===== config.mk =====
export PLATFORM = sky130hd
export DESIGN_NAME = sru_status_unit
export DESIGN_NICKNAME = d
export VERILOG_FILES = /design/src/sru_pkg.sv /design/src/sru_status_unit.sv /design/src/sru_slot_mem.sv
export SDC_FILE = /design/constraint.sdc
export NUM_CORES = 1
export LEC_CHECK = 0
export BUFFER_PORTS_ARGS = -buffer_cell sky130_fd_sc_hd__buf_2
export CELL_PAD_IN_SITES_DETAIL_PLACEMENT = 1
export CELL_PAD_IN_SITES_GLOBAL_PLACEMENT = 2
export CORE_MARGIN = 2
export CORE_UTILIZATION = 37
export CTS_CLUSTER_SIZE = 40
export DETAILED_ROUTE_END_ITERATION = 6
export PLACE_DENSITY = 0.84
export RECOVER_POWER = 25
export REMOVE_ABC_BUFFERS = 1
export SYNTH_ARGS = -nofsm -noshare
export SYNTH_HDL_FRONTEND = slang
export SYNTH_HIERARCHICAL = 1
export SYNTH_SLANG_ARGS = --single-unit

===== constraint.sdc =====
create_clock -name clk_sys -period 9.3 [get_ports clk_sys]
set_input_delay 0.93 -clock clk_sys [delete_from_list [all_inputs] [get_ports clk_sys]]
set_output_delay 0.93 -clock clk_sys [all_outputs]
set_load 0.02 [all_outputs]

===== src/sru_pkg.sv =====
// Purpose: Shared constants and types of the status reporting unit
// Assumes: One clock at 200 MHz, synchronous active-high reset
// Notes: Register values are plain binary; decimal formatting is done downstream
package sru_pkg;

    // Clock and time base
    localparam int SRU_CLK_MHZ = 200;
    localparam int SRU_ONE_MS_US = 1000;
    localparam int SRU_MS_CYCLES = SRU_ONE_MS_US * SRU_CLK_MHZ;

    // Widths
    localparam int SRU_ARG_W = 20;
    localparam int SRU_PRE_W = 20;
    localparam int SRU_SLOTS = 10;
    localparam int SRU_SLOT_AW = 4;

    // Periodic trigger period, in ms
    localparam logic [19:0] SRU_PER_MIN = 20'h0000A;
    localparam logic [19:0] SRU_PER_MAX = 20'hF3E58;
    localparam logic [19:0] SRU_PER_FINE_LIM = 20'h02710;
    localparam logic [19:0] SRU_PER_MID_LIM = 20'h186A0;
    localparam logic [19:0] SRU_PER_MID_STEP = 20'h0000A;
    localparam logic [19:0] SRU_PER_COARSE_STEP = 20'h00064;
    localparam logic [19:0] SRU_PER_SHORT = 20'h0000A;
    localparam logic [19:0] SRU_PER_MEDIUM = 20'h0001E;
    localparam logic [19:0] SRU_PER_LONG = 20'h00190;

    // Status byte bits
    localparam int SRU_STB_OPER = 7;
    localparam int SRU_STB_RQS = 6;
    localparam int SRU_STB_ESB = 5;
    localparam int SRU_STB_MAV = 4;
    localparam int SRU_STB_QUES = 3;
    localparam logic [7:0] SRU_SRE_VALID = 8'hBF;

    // Standard event bits
    localparam int SRU_ESR_OPC = 0;
    localparam int SRU_ESR_QYE = 2;
    localparam int SRU_ESR_DDE = 3;
    localparam int SRU_ESR_EXE = 4;
    localparam int SRU_ESR_CME = 5;
    localparam int SRU_ESR_PON = 7;
    localparam logic [7:0] SRU_ESR_VALID = 8'hBD;

    // Operation status group
    localparam logic [15:0] SRU_OPER_VALID = 16'h01F7;
    localparam logic [15:0] SRU_OPER_RISE = 16'h0300;

    localparam logic [7:0] SRU_ASCII_ONE = 8'h31;

    typedef enum logic [4:0] {
        SRU_CMD_CLS, SRU_CMD_ESE_SET, SRU_CMD_ESE_Q, SRU_CMD_ESR_Q, SRU_CMD_OPC, SRU_CMD_OPC_Q,
        SRU_CMD_RCL, SRU_CMD_RST, SRU_CMD_SAV, SRU_CMD_SRE_SET, SRU_CMD_SRE_Q, SRU_CMD_STB_Q,
        SRU_CMD_TRG, SRU_CMD_TST_Q, SRU_CMD_WAI, SRU_CMD_TIMER_SET, SRU_CMD_TIMER_Q,
        SRU_CMD_OPER_EN_SET, SRU_CMD_OPER_EN_Q, SRU_CMD_OPER_EV_Q, SRU_CMD_OPER_COND_Q
    } sru_cmd_t;

    typedef enum logic [1:0] {
        SRU_SHORT_INTEGRATION, SRU_MEDIUM_INTEGRATION, SRU_LONG_INTEGRATION
    } sru_mode_t;

    // Error and event pulses from the command parser and output queue
    typedef struct packed {
        logic syntax_err;
        logic get_mid_msg;
        logic param_err;
        logic err_queue_full;
        logic read_empty;
        logic data_lost;
    } sru_err_t;

    typedef struct packed {
        logic [7:0] ese;
        logic [7:0] sre;
        logic [7:0] esr;
        logic [15:0] oper_en;
        logic [15:0] oper_ev;
        logic [15:0] cond_q;
        logic service_request_flag;
        logic any_en_q;
        logic opc_arm;
        logic opcq_arm;
        logic waiting;
        logic [19:0] period;
        logic [SRU_PRE_W-1:0] pre_cnt;
        logic [19:0] ms_cnt;
        logic cont_init;
        logic corr_on;
        logic klock_on;
        logic inst_default;
        logic resp_valid;
        logic [19:0] resp_data;
        logic poll_valid;
        logic [7:0] poll_data;
        logic bus_trigger;
        logic timer_tick;
    } sru_state_t;

endpackage : sru_pkg


===== src/sru_status_unit.sv =====
// Purpose: Status byte, event registers, common commands and periodic trigger timer
// Assumes: Commands arrive decoded with a binary argument; same-clock inputs
// Notes: Reset models a power cycle and also sets the power-on event
//
// Function
// [RULE1] Clear-status empties operation and standard events
// [RULE2] Standard event enable mask writable and readable
// [RULE3] Event query returns standard event register
// [RULE4] Operation complete sets bit 0 when idle
// [RULE5] Completion query answers ASCII one when idle
// [RULE6] Ten slots save and recall instrument state
// [RULE7] Reset restores defaults, clears continuous, correction, keylock
// [RULE8] Host keeps service-enable bit 6 zero
// [RULE9] Status byte read by query or poll
// [RULE10] Summary bits 7,5,3; bits 2-0 zero
// [RULE11] Enabled status raises service request and bit 6
// [RULE12] Bit 4 follows unread output data
// [RULE13] Power-on bit until read; bits 6,1 zero
// [RULE14] Bit 5 on syntax error or mid-message trigger
// [RULE15] Bit 4 on out-of-range parameter
// [RULE16] Bit 3 on full error queue
// [RULE17] Bit 2 on empty read or lost data
// [RULE18] Bus trigger acts only with bus arm source
// [RULE19] Self-test returns sum of failing item codes
// [RULE20] Wait holds commands until prior ones finish
// [RULE21] Timer period 10 ms to 999 s, stepped
// [RULE22] Reset period follows integration mode
// [RULE23] Operation events latch falling; bits 8,9 rising (bit 9 never latches: SRU_OPER_VALID masks it off)
// [RULE24] Events stay until read; mask feeds summary
// [RULE25] Questionable group always zero
// [RULE26] Event register read clears; masked OR summary
`timescale 1ns/1ps
module sru_status_unit
    import sru_pkg::*;
#(
    parameter int MS_CYCLES = SRU_MS_CYCLES,
    parameter int STATE_W = 32
) (
    input wire logic clk_sys,
    input wire logic reset,
    input wire logic cmd_valid,
    input wire sru_cmd_t cmd_code,
    input wire logic [SRU_ARG_W-1:0] cmd_arg,
    output logic cmd_ready,
    output logic resp_valid,
    output logic [SRU_ARG_W-1:0] resp_data,
    input wire logic poll_req,
    output logic poll_valid,
    output logic [7:0] poll_data,
    output logic srq,
    input wire sru_err_t err_in,
    input wire logic outq_avail,
    input wire logic ops_busy,
    input wire logic [15:0] oper_cond,
    input wire logic get_in,
    input wire logic arm_src_bus,
    input wire sru_mode_t meas_mode,
    input wire logic [5:0] selftest_fail,
    input wire logic timer_run,
    output logic timer_tick,
    output logic bus_trigger,
    output logic cont_init,
    output logic corr_on,
    output logic klock_on,
    output logic inst_default,
    input wire logic [STATE_W-1:0] inst_state,
    output logic recall_valid,
    output logic [STATE_W-1:0] recall_state
);
    localparam logic [SRU_PRE_W-1:0] PRE_LAST = SRU_PRE_W'(MS_CYCLES - 1);

    sru_state_t q;
    sru_state_t next_q;

    logic take;
    logic [7:0] stb_now;
    logic [7:0] esr_set;
    logic [15:0] oper_set;
    logic [19:0] rst_period;
    logic slot_ok;
    logic slot_wr;
    logic slot_rd;

    // Period legal when in range and on its step grid
    function automatic logic period_ok(input logic [19:0] p);
        logic ok;
        ok = (p >= SRU_PER_MIN) && (p <= SRU_PER_MAX);
        if (p >= SRU_PER_MID_LIM) begin
            ok = ok && ((p % SRU_PER_COARSE_STEP) == 20'h00000);
        end else if (p >= SRU_PER_FINE_LIM) begin
            ok = ok && ((p % SRU_PER_MID_STEP) == 20'h00000);
        end
        return ok;
    endfunction : period_ok

    always_comb begin
        unique case (meas_mode)
            SRU_SHORT_INTEGRATION: rst_period = SRU_PER_SHORT; // [RULE22]
            SRU_MEDIUM_INTEGRATION: rst_period = SRU_PER_MEDIUM; // [RULE22]
            SRU_LONG_INTEGRATION: rst_period = SRU_PER_LONG; // [RULE22]
            default: rst_period = SRU_PER_SHORT;
        endcase
    end

    // Commands stall while a wait or completion query is outstanding
    assign cmd_ready = !q.waiting && !q.opcq_arm; // [RULE20]
    assign take = cmd_valid && cmd_ready;

    // Status byte assembled from summaries
    always_comb begin
        stb_now = 8'h00;
        stb_now[SRU_STB_OPER] = |(q.oper_ev & q.oper_en); // [RULE10] [RULE24]
        stb_now[SRU_STB_RQS] = q.service_request_flag; // [RULE11]
        stb_now[SRU_STB_ESB] = |(q.esr & q.ese); // [RULE10] [RULE26]
        stb_now[SRU_STB_MAV] = outq_avail; // [RULE12]
        stb_now[SRU_STB_QUES] = 1'b0; // [RULE25]
    end

    // Operation event transition filter
    always_comb begin
        oper_set = ((~oper_cond & q.cond_q & ~SRU_OPER_RISE) | (oper_cond & ~q.cond_q & SRU_OPER_RISE))
            & SRU_OPER_VALID; // [RULE23]
    end

    assign slot_ok = cmd_arg < SRU_ARG_W'(SRU_SLOTS);
    assign slot_wr = take && (cmd_code == SRU_CMD_SAV) && slot_ok; // [RULE6]
    assign slot_rd = take && (cmd_code == SRU_CMD_RCL) && slot_ok; // [RULE6]

    always_comb begin
        next_q = q;
        next_q.resp_valid = 1'b0;
        next_q.poll_valid = 1'b0;
        next_q.bus_trigger = 1'b0;
        next_q.timer_tick = 1'b0;
        next_q.inst_default = 1'b0;
        next_q.cond_q = oper_cond;

        esr_set = 8'h00;
        esr_set[SRU_ESR_CME] = err_in.syntax_err || err_in.get_mid_msg; // [RULE14]
        esr_set[SRU_ESR_EXE] = err_in.param_err; // [RULE15]
        esr_set[SRU_ESR_DDE] = err_in.err_queue_full; // [RULE16]
        esr_set[SRU_ESR_QYE] = err_in.read_empty || err_in.data_lost; // [RULE17]
        esr_set[SRU_ESR_OPC] = q.opc_arm && !ops_busy; // [RULE4]
        if (q.opc_arm && !ops_busy) begin
            next_q.opc_arm = 1'b0;
        end
        if (q.opcq_arm && !ops_busy) begin
            next_q.opcq_arm = 1'b0;
            next_q.resp_valid = 1'b1;
            next_q.resp_data = SRU_ARG_W'(SRU_ASCII_ONE); // [RULE5]
        end
        if (q.waiting && !ops_busy) begin
            next_q.waiting = 1'b0; // [RULE20]
        end
        if (get_in && arm_src_bus) begin
            next_q.bus_trigger = 1'b1; // [RULE18]
        end

        if (take) begin
            unique case (cmd_code)
                SRU_CMD_CLS: begin
                    next_q.esr = 8'h00; // [RULE1]
                    next_q.oper_ev = 16'h0000; // [RULE1]
                end
                SRU_CMD_ESE_SET: next_q.ese = cmd_arg[7:0]; // [RULE2]
                SRU_CMD_ESE_Q: begin
                    next_q.resp_valid = 1'b1;
                    next_q.resp_data = SRU_ARG_W'(q.ese); // [RULE2]
                end
                SRU_CMD_ESR_Q: begin
                    next_q.resp_valid = 1'b1;
                    next_q.resp_data = SRU_ARG_W'(q.esr); // [RULE3]
                    next_q.esr = 8'h00; // [RULE26] [RULE13]
                end
                SRU_CMD_OPC: next_q.opc_arm = 1'b1; // [RULE4]
                SRU_CMD_OPC_Q: next_q.opcq_arm = 1'b1; // [RULE5]
                SRU_CMD_RCL, SRU_CMD_SAV: begin
                    esr_set[SRU_ESR_EXE] = esr_set[SRU_ESR_EXE] || !slot_ok; // [RULE15]
                end
                SRU_CMD_RST: begin
                    next_q.inst_default = 1'b1; // [RULE7]
                    next_q.cont_init = 1'b0; // [RULE7]
                    next_q.corr_on = 1'b0; // [RULE7]
                    next_q.klock_on = 1'b0; // [RULE7]
                    next_q.period = rst_period; // [RULE22]
                    next_q.pre_cnt = '0;
                    next_q.ms_cnt = 20'h00000;
                end
                SRU_CMD_SRE_SET: next_q.sre = cmd_arg[7:0] & SRU_SRE_VALID; // [RULE8]
                SRU_CMD_SRE_Q: begin
                    next_q.resp_valid = 1'b1;
                    next_q.resp_data = SRU_ARG_W'(q.sre);
                end
                SRU_CMD_STB_Q: begin
                    next_q.resp_valid = 1'b1;
                    next_q.resp_data = SRU_ARG_W'(stb_now); // [RULE9]
                end
                SRU_CMD_TRG: next_q.bus_trigger = arm_src_bus; // [RULE18]
                SRU_CMD_TST_Q: begin
                    next_q.resp_valid = 1'b1;
                    next_q.resp_data = SRU_ARG_W'(selftest_fail); // [RULE19]
                end
                SRU_CMD_WAI: next_q.waiting = ops_busy; // [RULE20]
                SRU_CMD_TIMER_SET: begin
                    if (period_ok(cmd_arg)) begin
                        next_q.period = cmd_arg; // [RULE21]
                        next_q.pre_cnt = '0;
                        next_q.ms_cnt = 20'h00000;
                    end else begin
                        esr_set[SRU_ESR_EXE] = 1'b1; // [RULE21]
                    end
                end
                SRU_CMD_TIMER_Q: begin
                    next_q.resp_valid = 1'b1;
                    next_q.resp_data = q.period;
                end
                SRU_CMD_OPER_EN_SET: next_q.oper_en = cmd_arg[15:0] & SRU_OPER_VALID; // [RULE24]
                SRU_CMD_OPER_EN_Q: begin
                    next_q.resp_valid = 1'b1;
                    next_q.resp_data = SRU_ARG_W'(q.oper_en);
                end
                SRU_CMD_OPER_EV_Q: begin
                    next_q.resp_valid = 1'b1;
                    next_q.resp_data = SRU_ARG_W'(q.oper_ev);
                    next_q.oper_ev = 16'h0000; // [RULE24]
                end
                SRU_CMD_OPER_COND_Q: begin
                    next_q.resp_valid = 1'b1;
                    next_q.resp_data = SRU_ARG_W'(oper_cond & SRU_OPER_VALID);
                end
                default: ;
            endcase
        end

        // New events win over a clear or read in the same cycle
        next_q.esr = (next_q.esr | esr_set) & SRU_ESR_VALID; // [RULE13] [RULE24]
        next_q.oper_ev = next_q.oper_ev | oper_set; // [RULE23] [RULE24]

        // Service request on a new enabled reason; a poll clears it
        next_q.any_en_q = |(stb_now & q.sre & SRU_SRE_VALID);
        next_q.service_request_flag = (next_q.any_en_q && !q.any_en_q) || (q.service_request_flag && !poll_req); // [RULE11]
        if (poll_req) begin
            next_q.poll_valid = 1'b1;
            next_q.poll_data = stb_now; // [RULE9]
        end

        // Periodic trigger timer in whole milliseconds
        if (timer_run && !(take && (cmd_code == SRU_CMD_TIMER_SET || cmd_code == SRU_CMD_RST))) begin
            if (q.pre_cnt == PRE_LAST) begin
                next_q.pre_cnt = '0;
                if (q.ms_cnt + 20'h00001 >= q.period) begin
                    next_q.ms_cnt = 20'h00000;
                    next_q.timer_tick = 1'b1; // [RULE21]
                end else begin
                    next_q.ms_cnt = q.ms_cnt + 20'h00001;
                end
            end else begin
                next_q.pre_cnt = q.pre_cnt + SRU_PRE_W'(1);
            end
        end
    end

    always_ff @(posedge clk_sys) begin
        if (reset) begin
            q <= '0;
            q.esr <= 8'h80; // [RULE13]
            q.period <= SRU_PER_SHORT;
        end else begin
            q <= next_q;
        end
    end

    sru_slot_mem #(
        .DEPTH(SRU_SLOTS),
        .WIDTH(STATE_W)
    ) u_slots (
        .clk_sys(clk_sys),
        .reset(reset),
        .wr_en(slot_wr),
        .wr_addr(cmd_arg[SRU_SLOT_AW-1:0]),
        .wr_data(inst_state),
        .rd_en(slot_rd),
        .rd_addr(cmd_arg[SRU_SLOT_AW-1:0]),
        .rd_valid(recall_valid),
        .rd_data(recall_state)
    );

    assign resp_valid = q.resp_valid;
    assign resp_data = q.resp_data;
    assign poll_valid = q.poll_valid;
    assign poll_data = q.poll_data;
    assign srq = q.service_request_flag; // [RULE11]
    assign timer_tick = q.timer_tick;
    assign bus_trigger = q.bus_trigger;
    assign cont_init = q.cont_init;
    assign corr_on = q.corr_on;
    assign klock_on = q.klock_on;
    assign inst_default = q.inst_default;
endmodule : sru_status_unit


===== src/sru_slot_mem.sv =====
// Purpose: Storage slots for saved instrument states
// Assumes: One clock, registered read data
// Notes: Read data valid one cycle after the read request
`timescale 1ns/1ps
module sru_slot_mem
    import sru_pkg::*;
#(
    parameter int DEPTH = SRU_SLOTS,
    parameter int WIDTH = 32
) (
    input wire logic clk_sys,
    input wire logic reset,
    input wire logic wr_en,
    input wire logic [SRU_SLOT_AW-1:0] wr_addr,
    input wire logic [WIDTH-1:0] wr_data,
    input wire logic rd_en,
    input wire logic [SRU_SLOT_AW-1:0] rd_addr,
    output logic rd_valid,
    output logic [WIDTH-1:0] rd_data
);
    logic [WIDTH-1:0] mem [DEPTH];

    always_ff @(posedge clk_sys) begin
        if (wr_en) begin
            mem[wr_addr] <= wr_data;
        end
    end

    always_ff @(posedge clk_sys) begin
        if (reset) begin
            rd_valid <= 1'b0;
            rd_data <= '0;
        end else begin
            rd_valid <= rd_en;
            if (rd_en) begin
                rd_data <= mem[rd_addr];
            end
        end
    end
endmodule : sru_slot_mem


# Yosys cells after proc, flatten, opt, wreduce, memory -nomap -nowiden
# Memory sizes are Yosys's and may differ from the RTL's. A register that Yosys moved wholly into a read port is not among the register bits.
# Index checks and enable logic that the tools add are counted.
dict set report word_totals {
  memories 1
  latch_bits 0
  romBits 0
  register_bits 151
  ram_bits 320
}
# memory words word_bits rd rd_clocked_by_memory_dff write_ports line
set mem_list {}
lappend mem_list {u_slots.mem 10 32 1 1 1 sru_slot_mem.sv:21} ;# logic [WIDTH-1:0] mem [DEPTH];
dict set report op_classes {
  mul 0
  n_div 2
  bitwise 13
  shifts 0
  mux 35
  n_eq_ne 25
  n_addsub 2
  order_cmp 6
  n_reduce_logical 48
}
# cell count
set ops {}
lappend ops {{one-hot mux 21 bit (9 select lines)} 1}
lappend ops {{one-hot mux 60 bit (2 select lines)} 1}
lappend ops {{2-to-1 mux 88 bit} 1}
lappend ops {{2-to-1 mux 40 bit} 2}
lappend ops {{2-to-1 mux 20 bit} 3}
lappend ops {{2-to-1 mux 60 bit} 1}
lappend ops {{adder 20 x 1 -> 20 bit (second input constant)} 2}
lappend ops {{equality test 5 x 4 -> 1 bit (second input constant)} 8}
lappend ops {{zero test 20 bit} 2}
lappend ops {{equality test 5 bit (second input constant)} 5}
lappend ops {{bitwise AND 8 bit} 3}
lappend ops {{2-to-1 mux 21 bit} 1}
lappend ops {{equality test 20 x 18 -> 1 bit (second input constant)} 1}
lappend ops {{equality test 5 x 3 -> 1 bit (second input constant)} 4}
lappend ops {{>= comparator 20 x 14 -> 1 bit (second input constant)} 1}
lappend ops {{>= comparator 20 x 17 -> 1 bit (second input constant)} 1}
lappend ops {{>= comparator 20 bit} 1}
lappend ops {{>= comparator 20 x 4 -> 1 bit (second input constant)} 1}
lappend ops {{<= comparator 20 bit (second input constant)} 1}
lappend ops {{less-than comparator 20 x 4 -> 1 bit (second input constant)} 1}
lappend ops {{modulo 20 x 4 -> 20 bit (second input constant)} 1}
lappend ops {{modulo 20 x 7 -> 20 bit (second input constant)} 1}
lappend ops {{2-to-1 mux 1 bit} 19}
lappend ops {{2-to-1 mux 9 bit} 2}
lappend ops {{other kinds (31)} 67}

# Depth between registers and ports, before layout
# Gate-level depths: netlist (run 1).
dict set report logic_depth {
  ltp_word 12
  mapped_depth 40
}

# Cells and area by module
# Netlist (run 1), hierarchy kept.
# module area_per_inst_um2 seq_area_each_um2 cells_per_inst n_inst
set by_module_without_submodules {}
lappend by_module_without_submodules {sru_slot_mem 13480.4 10269.8 810 1}
lappend by_module_without_submodules {sru_status_unit 12497.0 2782.7 1659 1}

# Worst setup path before layout (run 1)
# No wires, ideal clock.
dict set report synth_path {
  path_type {input to register}
  from {input cmd_arg[17]}
  to {register q[93] (netlist bit)}
  setup_slack_ns 0.124
  setup_ns 0.117
  t_required_ns 9.183
  cell_stages 33
  path_buffers 4
  arrival_ns 9.059
  cell_sequence {buf_2 -> nor3_4 -> o22ai_1 -> or2_1 -> buf_2 -> o32a_2 -> xnor2_4 -> o21ai_2 -> mux2i_2 -> nor2_1 -> o21a_1 -> and4_1 -> o32ai_4 -> a21oi_1 -> o311a_1 -> o21a_1 -> o41a_2 -> xor2_2 -> mux2i_2 -> mux2_4 -> a31oi_1 -> nand3b_4 -> a311o_1 -> a311o_1 -> a32o_1 -> and2_4 -> mux2_4 -> nand3b_4 -> a311oi_2 -> nor2_1 -> buf_4 -> buf_2 -> a22o_1}
}
dict set report synth_between {
  elab_chain_cells 9
  elab_cells_between_ends 19
  classes_between {2 x div; 4 x order compare; 1 x eq/ne; 6 x mux; 6 x reduce/logical}
}
# item line
set synth_rtl {}
lappend synth_rtl {{start: declaration} sru_status_unit.sv:43} ;# input wire logic [SRU_ARG_W-1:0] cmd_arg,
lappend synth_rtl {{modulo 20 x 4 -> 20 bit, or another cell as far along} sru_status_unit.sv:91} ;# ok = ok && ((p % SRU_PER_MID_STEP) == 20'h00000);
lappend synth_rtl {{zero test 20 bit / logical AND 1 bit (equally long branches)} {sru_status_unit.sv:91, sru_status_unit.sv:87}}
lappend synth_rtl {{logical AND 1 bit} sru_status_unit.sv:91}
lappend synth_rtl {{2-to-1 mux 1 bit} sru_status_unit.sv:90} ;# end else if (p >= SRU_PER_FINE_LIM) begin
lappend synth_rtl {{2-to-1 mux 1 bit} sru_status_unit.sv:88} ;# if (p >= SRU_PER_MID_LIM) begin
lappend synth_rtl {{2-to-1 mux 1 bit} sru_status_unit.sv:160} ;# unique case (cmd_code)
lappend synth_rtl {{2-to-1 mux 1 bit} sru_status_unit.sv:159} ;# if (take) begin
lappend synth_rtl {{inequality test 2 bit (no line)} --}
lappend synth_rtl {{AND reduction 3 bit (no line)} --}
lappend synth_rtl {{end signal: assignment} sru_status_unit.sv:269} ;# q <= next_q;
lappend synth_rtl {{end: declaration} sru_status_unit.sv:72} ;# sru_state_t q;
# Several ways; a longest one is shown, not always the timed one. The select of a mux whose other input is x is not followed.
# A chain may end at the register's enable or synchronous reset.

# Worst setup path after layout (run 1)
dict set report layout_path {
  from {input cmd_arg[16]}
  to {register q[51] (netlist bit)}
}
dict set report layout_between {
  elab_chain_cells 12
  elab_cells_between_ends 20
  classes_between {2 x div; 4 x order compare; 9 x mux; 5 x reduce/logical}
}
# item line
set layout_rtl {}
lappend layout_rtl {{modulo 20 x 4 -> 20 bit, or another cell as far along} sru_status_unit.sv:91}
lappend layout_rtl {{zero test 20 bit / logical AND 1 bit (equally long branches)} {sru_status_unit.sv:91, sru_status_unit.sv:87}}
lappend layout_rtl {{logical AND 1 bit} sru_status_unit.sv:91}
lappend layout_rtl {{2-to-1 mux 1 bit} sru_status_unit.sv:90}
lappend layout_rtl {{2-to-1 mux 1 bit (*)} sru_status_unit.sv:88}
lappend layout_rtl {{2-to-1 mux 1 bit (*)} sru_status_unit.sv:160}
lappend layout_rtl {{2-to-1 mux 1 bit (*)} sru_status_unit.sv:159}
lappend layout_rtl {{2-to-1 mux 60 bit (*)} sru_status_unit.sv:205} ;# if (period_ok(cmd_arg)) begin
lappend layout_rtl {{one-hot mux 60 bit (2 select lines) (*)} sru_status_unit.sv:160}
lappend layout_rtl {{2-to-1 mux 88 bit (*)} sru_status_unit.sv:159}
lappend layout_rtl {{2-to-1 mux 20 bit} sru_status_unit.sv:249} ;# if (q.pre_cnt == PRE_LAST) begin
lappend layout_rtl {{2-to-1 mux 40 bit (*)} sru_status_unit.sv:248} ;# if (timer_run && !(take && (cmd_code == SRU_CMD_TIMER_SET || cmd_code == SRU_CMD_RST))) begin
# Every way passes the cells marked *; elsewhere a longest branch is shown, timed or not. The select of a mux whose other input is x is not followed.

==> summary.md, run 1 <==
| Metric | Value |
|---|---|
| Yosys warning count | 6 |
| Highest-delay cell along the critical path | o41a_2 |
| Wire length reported by the detailed router | 83.9 mm |
| Maximum fanout along the worst path | 31 |
| Routability congestion estimate from global placement | 0.859 |
| DPL Wire Length | 55.5 mm |
| Maximum number of pins on one net before global-route repair | 88 |
| Post-synthesis instance area | 0.0260 mm² |
| Antenna diodes | 0 |
| Clock Sink Count | 492 |
| Most frequently used cell type in the post-synthesis netlist | edfxtp_1 |
| Post-synth EDFFs | 320 |
| Clock Power Share | 21.0% |
| Die Area | 0.0723 mm² |
| I/O pin count | 167 |
| Dominant cell type by count on the critical path | buf_4 |
| Ys flop type | edfxtp_1 |
| Highest achievable clock rate | 111 MHz |
| Post-layout nets | 2,914 |
| Top post-synthesis cells by area | edfxtp_1, dfxtp_1, mux2i_1, nor2_1, a21oi_1 |
| Maximum buffer depth of the clock tree | 3 |
| Max Slew Vio Count | 0 |
| Number of hold buffers added after CTS | 0 |
| Pin slew with the least headroom to its limit | 1250 ps |
| Number of global-route vias before repair | 22,838 |
| Number of buffers inserted during clock tree synthesis | 49 |
| Final instance count without filler cells | 3,771 |
| Global-route wire length before repair | 130 mm |
| Post-synthesis to final-layout area growth | 20.9% |
| Leakage power total | 11.7 nW |
| Internal power consumption | 6.09 mW |
| TritonCTS clock tree | yes |
| Fraction of final layout cells with drive strength greater than 1 | 23.6% |
| Global-route usage over all layers | 22.8% |
| Pwr per Cell Area | 310 mW/mm² |
| Shortest clock period the worst path allows after layout | 9000 ps |
| Worst relative slew slack | 16.1% |
| Most used standard cells in the synthesized netlist | edfxtp_1, nor2_1, mux2i_1 |
| Number of placed instances with taps included | 3,663 |
| Max_cap viols | 0 |
| Maximum vdd drop | 0.000466 V |
| Area after DPL | 0.0292 mm² |
| Initial Utilization | 37.2% |
| Data arrival time at the worst-slack endpoint | 9490 ps |
| Depth of the CTS H-tree | 2 |
| Count of port buffers added during placement | 151 |
| Root cell of the clock tree | clkbuf_16 |
| Synthesized instance count | 2,469 |
| Clock Latency Late Sink | 600 ps |
| Async set-or-reset flop fraction in the synthesized netlist | 0% |
| Sequential share of power | 24.0% |
| Number of fillers in the final layout | 7,652 |
| Core area | 0.0698 mm² |
| Post-detailed-route count of antenna-violating nets | 0 |
| Class of the worst hold path | flip-flop to flip-flop |
| Die width | 269 µm |
| Mean instance size in the synthesized netlist | 10.5 µm² |
| Setup clock skew after layout | 22.6 ps |
| Setup Viol. Count Final | 0 |
| Startpoint-to-endpoint class of the critical path | input pin to flip-flop |
| Number of detailed-route iterations in the first pass | 5 |
| Ratio of routed vias to standard cells | 5.72 |
| Largest incremental delay on the critical path | 440 ps |
| Sequential cell area fraction in the yosys report | 50.2% |
| Post-detailed-route DRC marker count | 0 |
| Yosys top cell area share | 37.0% |
| Endpoints failing hold | 0 |
| Status | complete, no violations |
| Unique masters post-synth | 128 |
| Fraction of power spent switching nets | 37.5% |
| Worst endpoint required time | 9790 ps |
| Type of element capturing the critical path | flip-flop |
| Die H | 269 µm |
| Number of antenna violations at the first check in global routing | 7 |
| Post-route fraction of the period consumed by the critical path | 96.7% |
| Post-route cell area | 0.0314 mm² |
| Per-cell routed wire length | 22.3 µm |
| DRC marker count from the first detailed-route iteration | 1,355 |
| Clock transition at the register clock pins on the worst setup and hold paths after CTS | 60 ps |
| Comb power frac | 55.0% |
| Net Sw Power | 3.66 mW |
| Row count | 97 |
| Number of register bits inferred by synthesis | 492 |
| Routed vias | 21,554 |
| Total overflow reported by the global router | 0 |
| Crit start category | input pin |
| Cell accounting for the most synthesized area | edfxtp_1 |
-- through the flow --
stage | hold slack, ps | setup slack, ps | util [%] | setup TNS [ps] | total power [mW]
detailed placement | 452 | -668 | 41.9 | -36850 | 7.24
global route | 493 | -46.8 | 45.0 | -488 | 10.3
finish | 460 | 302 | 45.0 | 0 | 9.75
floorplan | 430 | -1040 | - | -46200 | 5.17
CTS | 464 | 18.9 | 44.3 | 0 | 9.32
global placement | 437 | -528 | 41.9 | -28550 | 7.05
-- state kept, by name, summed over array words and instances (netlist names) --
register and flops:
u_slots/mem 320, q 109, u_slots/rd_data 32, resp_data 20, poll_data 4, bus_trigger 1, inst_default 1, poll_valid 1
resp_valid 1, srq 1, timer_tick 1, u_slots/rd_valid 1
-- placed cells by master (no fill, tap or decap), types with 29 or more instances in the layout --
cell type,Yosys,routed
a21oi_1,149,143
a22oi_1,77,77
a31oi_1,64,62
buf_2,36,121
buf_4,39,307
clkbuf_1,94,37
clkbuf_16,0,49
dfxtp_1,172,172
edfxtp_1,320,320
inv_1,50,49
mux2i_1,182,178
nand2_1,150,149
nand2b_1,30,29
nand3_1,59,59
nor2_1,232,220
nor2b_1,40,38
nor3_1,80,75
o21ai_0,87,85
-- worst max-delay path: cells and delay by family --
kind	cells	cell delay, ps
buffers and inverters	11	1870
XOR/XNOR	2	380
multiplexers	3	990
AND/OR/NAND/NOR	5	590
AO/OA/AOI/OAI	18	4700
-- per-layer routing --
metal / share of wire [%] / vias to the layer above / track usage, %
li1: - / 10023 / -
met1: 42 / 10886 / 27.8
met2: 51 / 482 / 41.2
met3: 4.4 / 151 / 3.63
met4: 2.5 / 12 / 6.52
met5: 0.092 / - / 0
-- power groups by stage --
| stage | Combinational, mW | Clock, mW | Sequential, mW |
|---|---|---|---|
| 2_1_floorplan | 2.78 | 0 | 2.39 |
| 3_3_place_gp | 4.66 | 0 | 2.39 |
| 3_5_place_dp | 4.85 | 0 | 2.39 |
| 4_1_cts | 4.90 | 2.08 | 2.34 |
| 5_1_grt | 5.81 | 2.16 | 2.34 |
| 6_report | 5.37 | 2.04 | 2.34 |
-- layout make-up --
| cell class | count | area, µm² | area share (%) |
|---|---|---|---|
| Inverter | 55 | 206 | 0.657 |
| Multi-Input combinational cell | 1729 | 12100 | 38.6 |
| Clock buffer | 64 | 1320 | 4.21 |
| Clock inverter | 27 | 328 | 1.04 |
| Sequential cell | 492 | 13100 | 41.5 |
| Tap cell | 940 | 1180 | 3.74 |
| Timing Repair Buffer | 464 | 3190 | 10.2 |
-- what timing repair did --
action                                  4_1_cts  5_1_grt
buffers inserted                              0       16
pin swaps                                     0       12
endpoints found under the hold margin         0        0
endpoints found under the setup margin       44       61
gates cloned                                  0        1
gates resized for setup                       5       72
-- kinds of logic (layout without fill, tap and decap cells) --
kind of cell    count (synthesis)  after routing  synth area share (%)
xor+xnor                       43             43                  1.67
flops                         492            492                  50.2
mux                           194            195                  7.65
buf+inv                       255            610                  5.03
fa+ha+maj                      32             32                  1.50
other cells                     1              7                0.0144
compound gates                692            692                  19.2
simple gates                  760            760                  14.6
-- path summary, 6_finish.rpt --
kind | startpoint | cells past startpoint | slack, ps | to
max | cmd_arg[16] | 39 | 300 | q[51]
min | q[99] | 2 | 460 | srq
max reg2reg | q[36] | 32 | 4470 | q[42]
min reg2reg | q[99] | 2 | 460 | srq
Power figures use the tool's default switching activity.
==> run 2: changes to the inputs <==
--- a/config.mk
+++ b/config.mk
@@ -14,7 +14,6 @@
 export DETAILED_ROUTE_END_ITERATION = 6
 export PLACE_DENSITY = 0.84
 export RECOVER_POWER = 25
-export REMOVE_ABC_BUFFERS = 1
 export SYNTH_ARGS = -nofsm -noshare
 export SYNTH_HDL_FRONTEND = slang
 export SYNTH_HIERARCHICAL = 1
==> run 2 against run 1 <==
Via count about the same. Power down 1.4%. Core utilization about the same. Maximum frequency up 0.77%. Critical path type unchanged.
==> summary.md, run 2 (same netlist as run 1, synthesis figures left out) <==
| Metric | Value |
|---|---|
| Bufs and invs on worst path | 12 (+1) |
| Global-route usage over all layers | 22.4% (-0.37 points) |
| Setup clock skew after layout | 46.9 ps (+24.3 ps) |
| Largest incremental delay on the critical path | 430 ps (about the same) |
| Count of port buffers added during placement | 151 (unchanged) |
| Pin slew with the least headroom to its limit | 1140 ps (-111 ps) |
| Clock Sink Count | 492 (unchanged) |
| Largest regs | u_slots/mem (320), q (109), u_slots/rd_data (32) |
| Pwr per Cell Area | 306 mW/mm² (-1.4%) |
| Status | complete, no violations |
| Number of global-route vias before repair | 22,553 (-1.2%) |
| Number of antenna violations at the first check in global routing | 9 (+2) |
| Endpoints failing hold | 0 (unchanged) |
| Maximum buffer depth of the clock tree | 3 (unchanged) |
| TritonCTS clock tree | yes |
| DRC marker count from the first detailed-route iteration | 1,423 (+5.0%) |
| Worst endpoint required time | 9750 ps (-40 ps) |
| Number of detailed-route iterations in the first pass | 5 (unchanged) |
| Most common cell after layout, fill and taps aside | edfxtp_1 |
| Worst relative slew slack | 24.0% (+7.8 points) |
| Maximum fanout along the worst path | 16 (-48%) |
| Post-route fraction of the period consumed by the critical path | 96.0% (-0.74 points) |
| Category of cells accounting for the largest share of critical-path delay | compound AO/OA/AOI/OAI gates |
| Routability congestion estimate from global placement | 0.876 (+1.9%) |
| Highest achievable clock rate | 112 MHz (+0.77%) |
| Startpoint-to-endpoint class of the critical path | input pin to flip-flop |
| Die Area | 0.0723 mm² (unchanged) |
| Maximum number of pins on one net before global-route repair | 87 (-1.1%) |
| Type of element capturing the critical path | flip-flop |
| Post-Route Utilization | 45.0% (about the same) |
| Routed vias | 21,533 (-0.097%) |
| Dominant cell type by count on the critical path | buf_4 |
| Row count | 97 (unchanged) |
| Setup Viol. Count Final | 0 (unchanged) |
| Register with the highest flop count | u_slots/mem |
| Post-synthesis to final-layout area growth | 21.0% (about the same) |
| Number of fillers in the final layout | 7,694 (+0.55%) |
| Fraction of final layout cells with drive strength greater than 1 | 23.5% (about the same) |
| Post-detailed-route count of antenna-violating nets | 0 (unchanged) |
| Per-cell routed wire length | 22.0 µm (-1.0%) |
| Maximum vdd drop | 0.000376 V (-19%) |
| Clock Latency Late Sink | 650 ps (+50 ps) |
| Crit start category | input pin |
| Ratio of routed vias to standard cells | 5.72 (about the same) |
| Shortest clock period the worst path allows after layout | 8930 ps (-68.4 ps) |
| Root cell of the clock tree | clkbuf_16 |
| DPL Wire Length | 53.8 mm (-3.1%) |
| Power after layout | 9.62 mW (-1.4%) |
| Post-layout nets | 2,907 (-0.24%) |
| Number of buffers inserted during clock tree synthesis | 50 (+2.0%) |
| Wire length reported by the detailed router | 83.0 mm (-1.1%) |
| Most used cells in the layout excluding fill and tap cells | edfxtp_1, buf_4, nor2_1 |
| Max Slew Vio Count | 0 (unchanged) |
| Initial Utilization | 37.2% (unchanged) |
| Global-route wire length before repair | 127 mm (-1.9%) |
| Class of the worst hold path | flip-flop to flip-flop |
| Core area | 0.0698 mm² (unchanged) |
| I/O pin count | 167 (unchanged) |
| Die H | 269 µm (unchanged) |
| Flip-flop count of the largest register after layout | 320 (unchanged) |
| Data arrival time at the worst-slack endpoint | 9380 ps (-110 ps) |
| Post-detailed-route DRC marker count | 0 (unchanged) |
| Leakage power total | 11.7 nW (about the same) |
| Clock transition at the register clock pins on the worst setup and hold paths after CTS | 60 ps (about the same) |
| Die width | 269 µm (unchanged) |
| Max_cap viols | 0 (unchanged) |
| Highest-delay cell along the critical path | o41a_2 |
| Total overflow reported by the global router | 0 (unchanged) |
| Depth of the CTS H-tree | 2 (unchanged) |
==> run 2: changes by cell type in the layout (fill, tap and decap cells not counted), sizes merged, moves of 2 or more <==
| cell | delta |
|---|---|
| clkinv | +3 |
| bufinv | +2 |
| clkbuf | +2 |
| diode | +3 |
| buf | -13 |
==> run 2: tightest hold or removal path: stages, from the launching register on <==
cell and delay [ps]:
dfxtp_1 300, inv_1 40, a21o_1 90
==> run 2: area by class of cell <==
type | instances | area (µm²) | share of cell area [%]
antenna | 3 | 7.51 | 0.0239
clock buffer | 61 | 1360 | 4.34
clock inverter | 31 | 433 | 1.38
inverter | 55 | 206 | 0.657
multi-input combinational | 1729 | 12100 | 38.4
sequential | 492 | 13100 | 41.5
tap | 940 | 1180 | 3.74
timing repair buffer | 456 | 3110 | 9.88
==> run 2: report_power, final <==
group	internal [mW]	switching [mW]
registers	2.33	0.00803
logic	2.45	2.66
clock network	1.28	0.891
==> run 2: routing by layer <==
| metal | share of wire [%] | track usage, % |
|---|---|---|
| met5 | 0.064 | 0 |
| met4 | 2.9 | 7.82 |
| met3 | 4.2 | 3.28 |
| met2 | 50 | 39.4 |
| met1 | 43 | 28.0 |
==> run 2: per-stage QoR <==
stage                     cell area (µm²)  setup WS [ps]  TNS (ps)  hold WS, ps  cells
final                               31400            371         0          454   3767
after global routing                31400          -37.4      -329          483   3766
after CTS                           31000           23.0         0          459   3752
after detailed placement            29200           -581    -31650          443   3660
after global placement              29200           -286    -14520          438   3660
after floorplan                     26000            124         0          430   2475
==> run 2: worst paths after layout <==
check,startpoint,end,slack (ps),cells past startpoint
worst max register to register,q[36],q[47],3950,32
worst min-delay path,q[99],srq,450,2
worst max-delay path,cmd_arg[14],q[72],370,41
worst min register to register,q[99],srq,450,2
==> run 2: repair_timing <==
item                       in CTS  in global routing
resized for setup               0                 68
buffers inserted                0                 11
hold buffers                    0                  0
setup endpoints to repair       0                 61
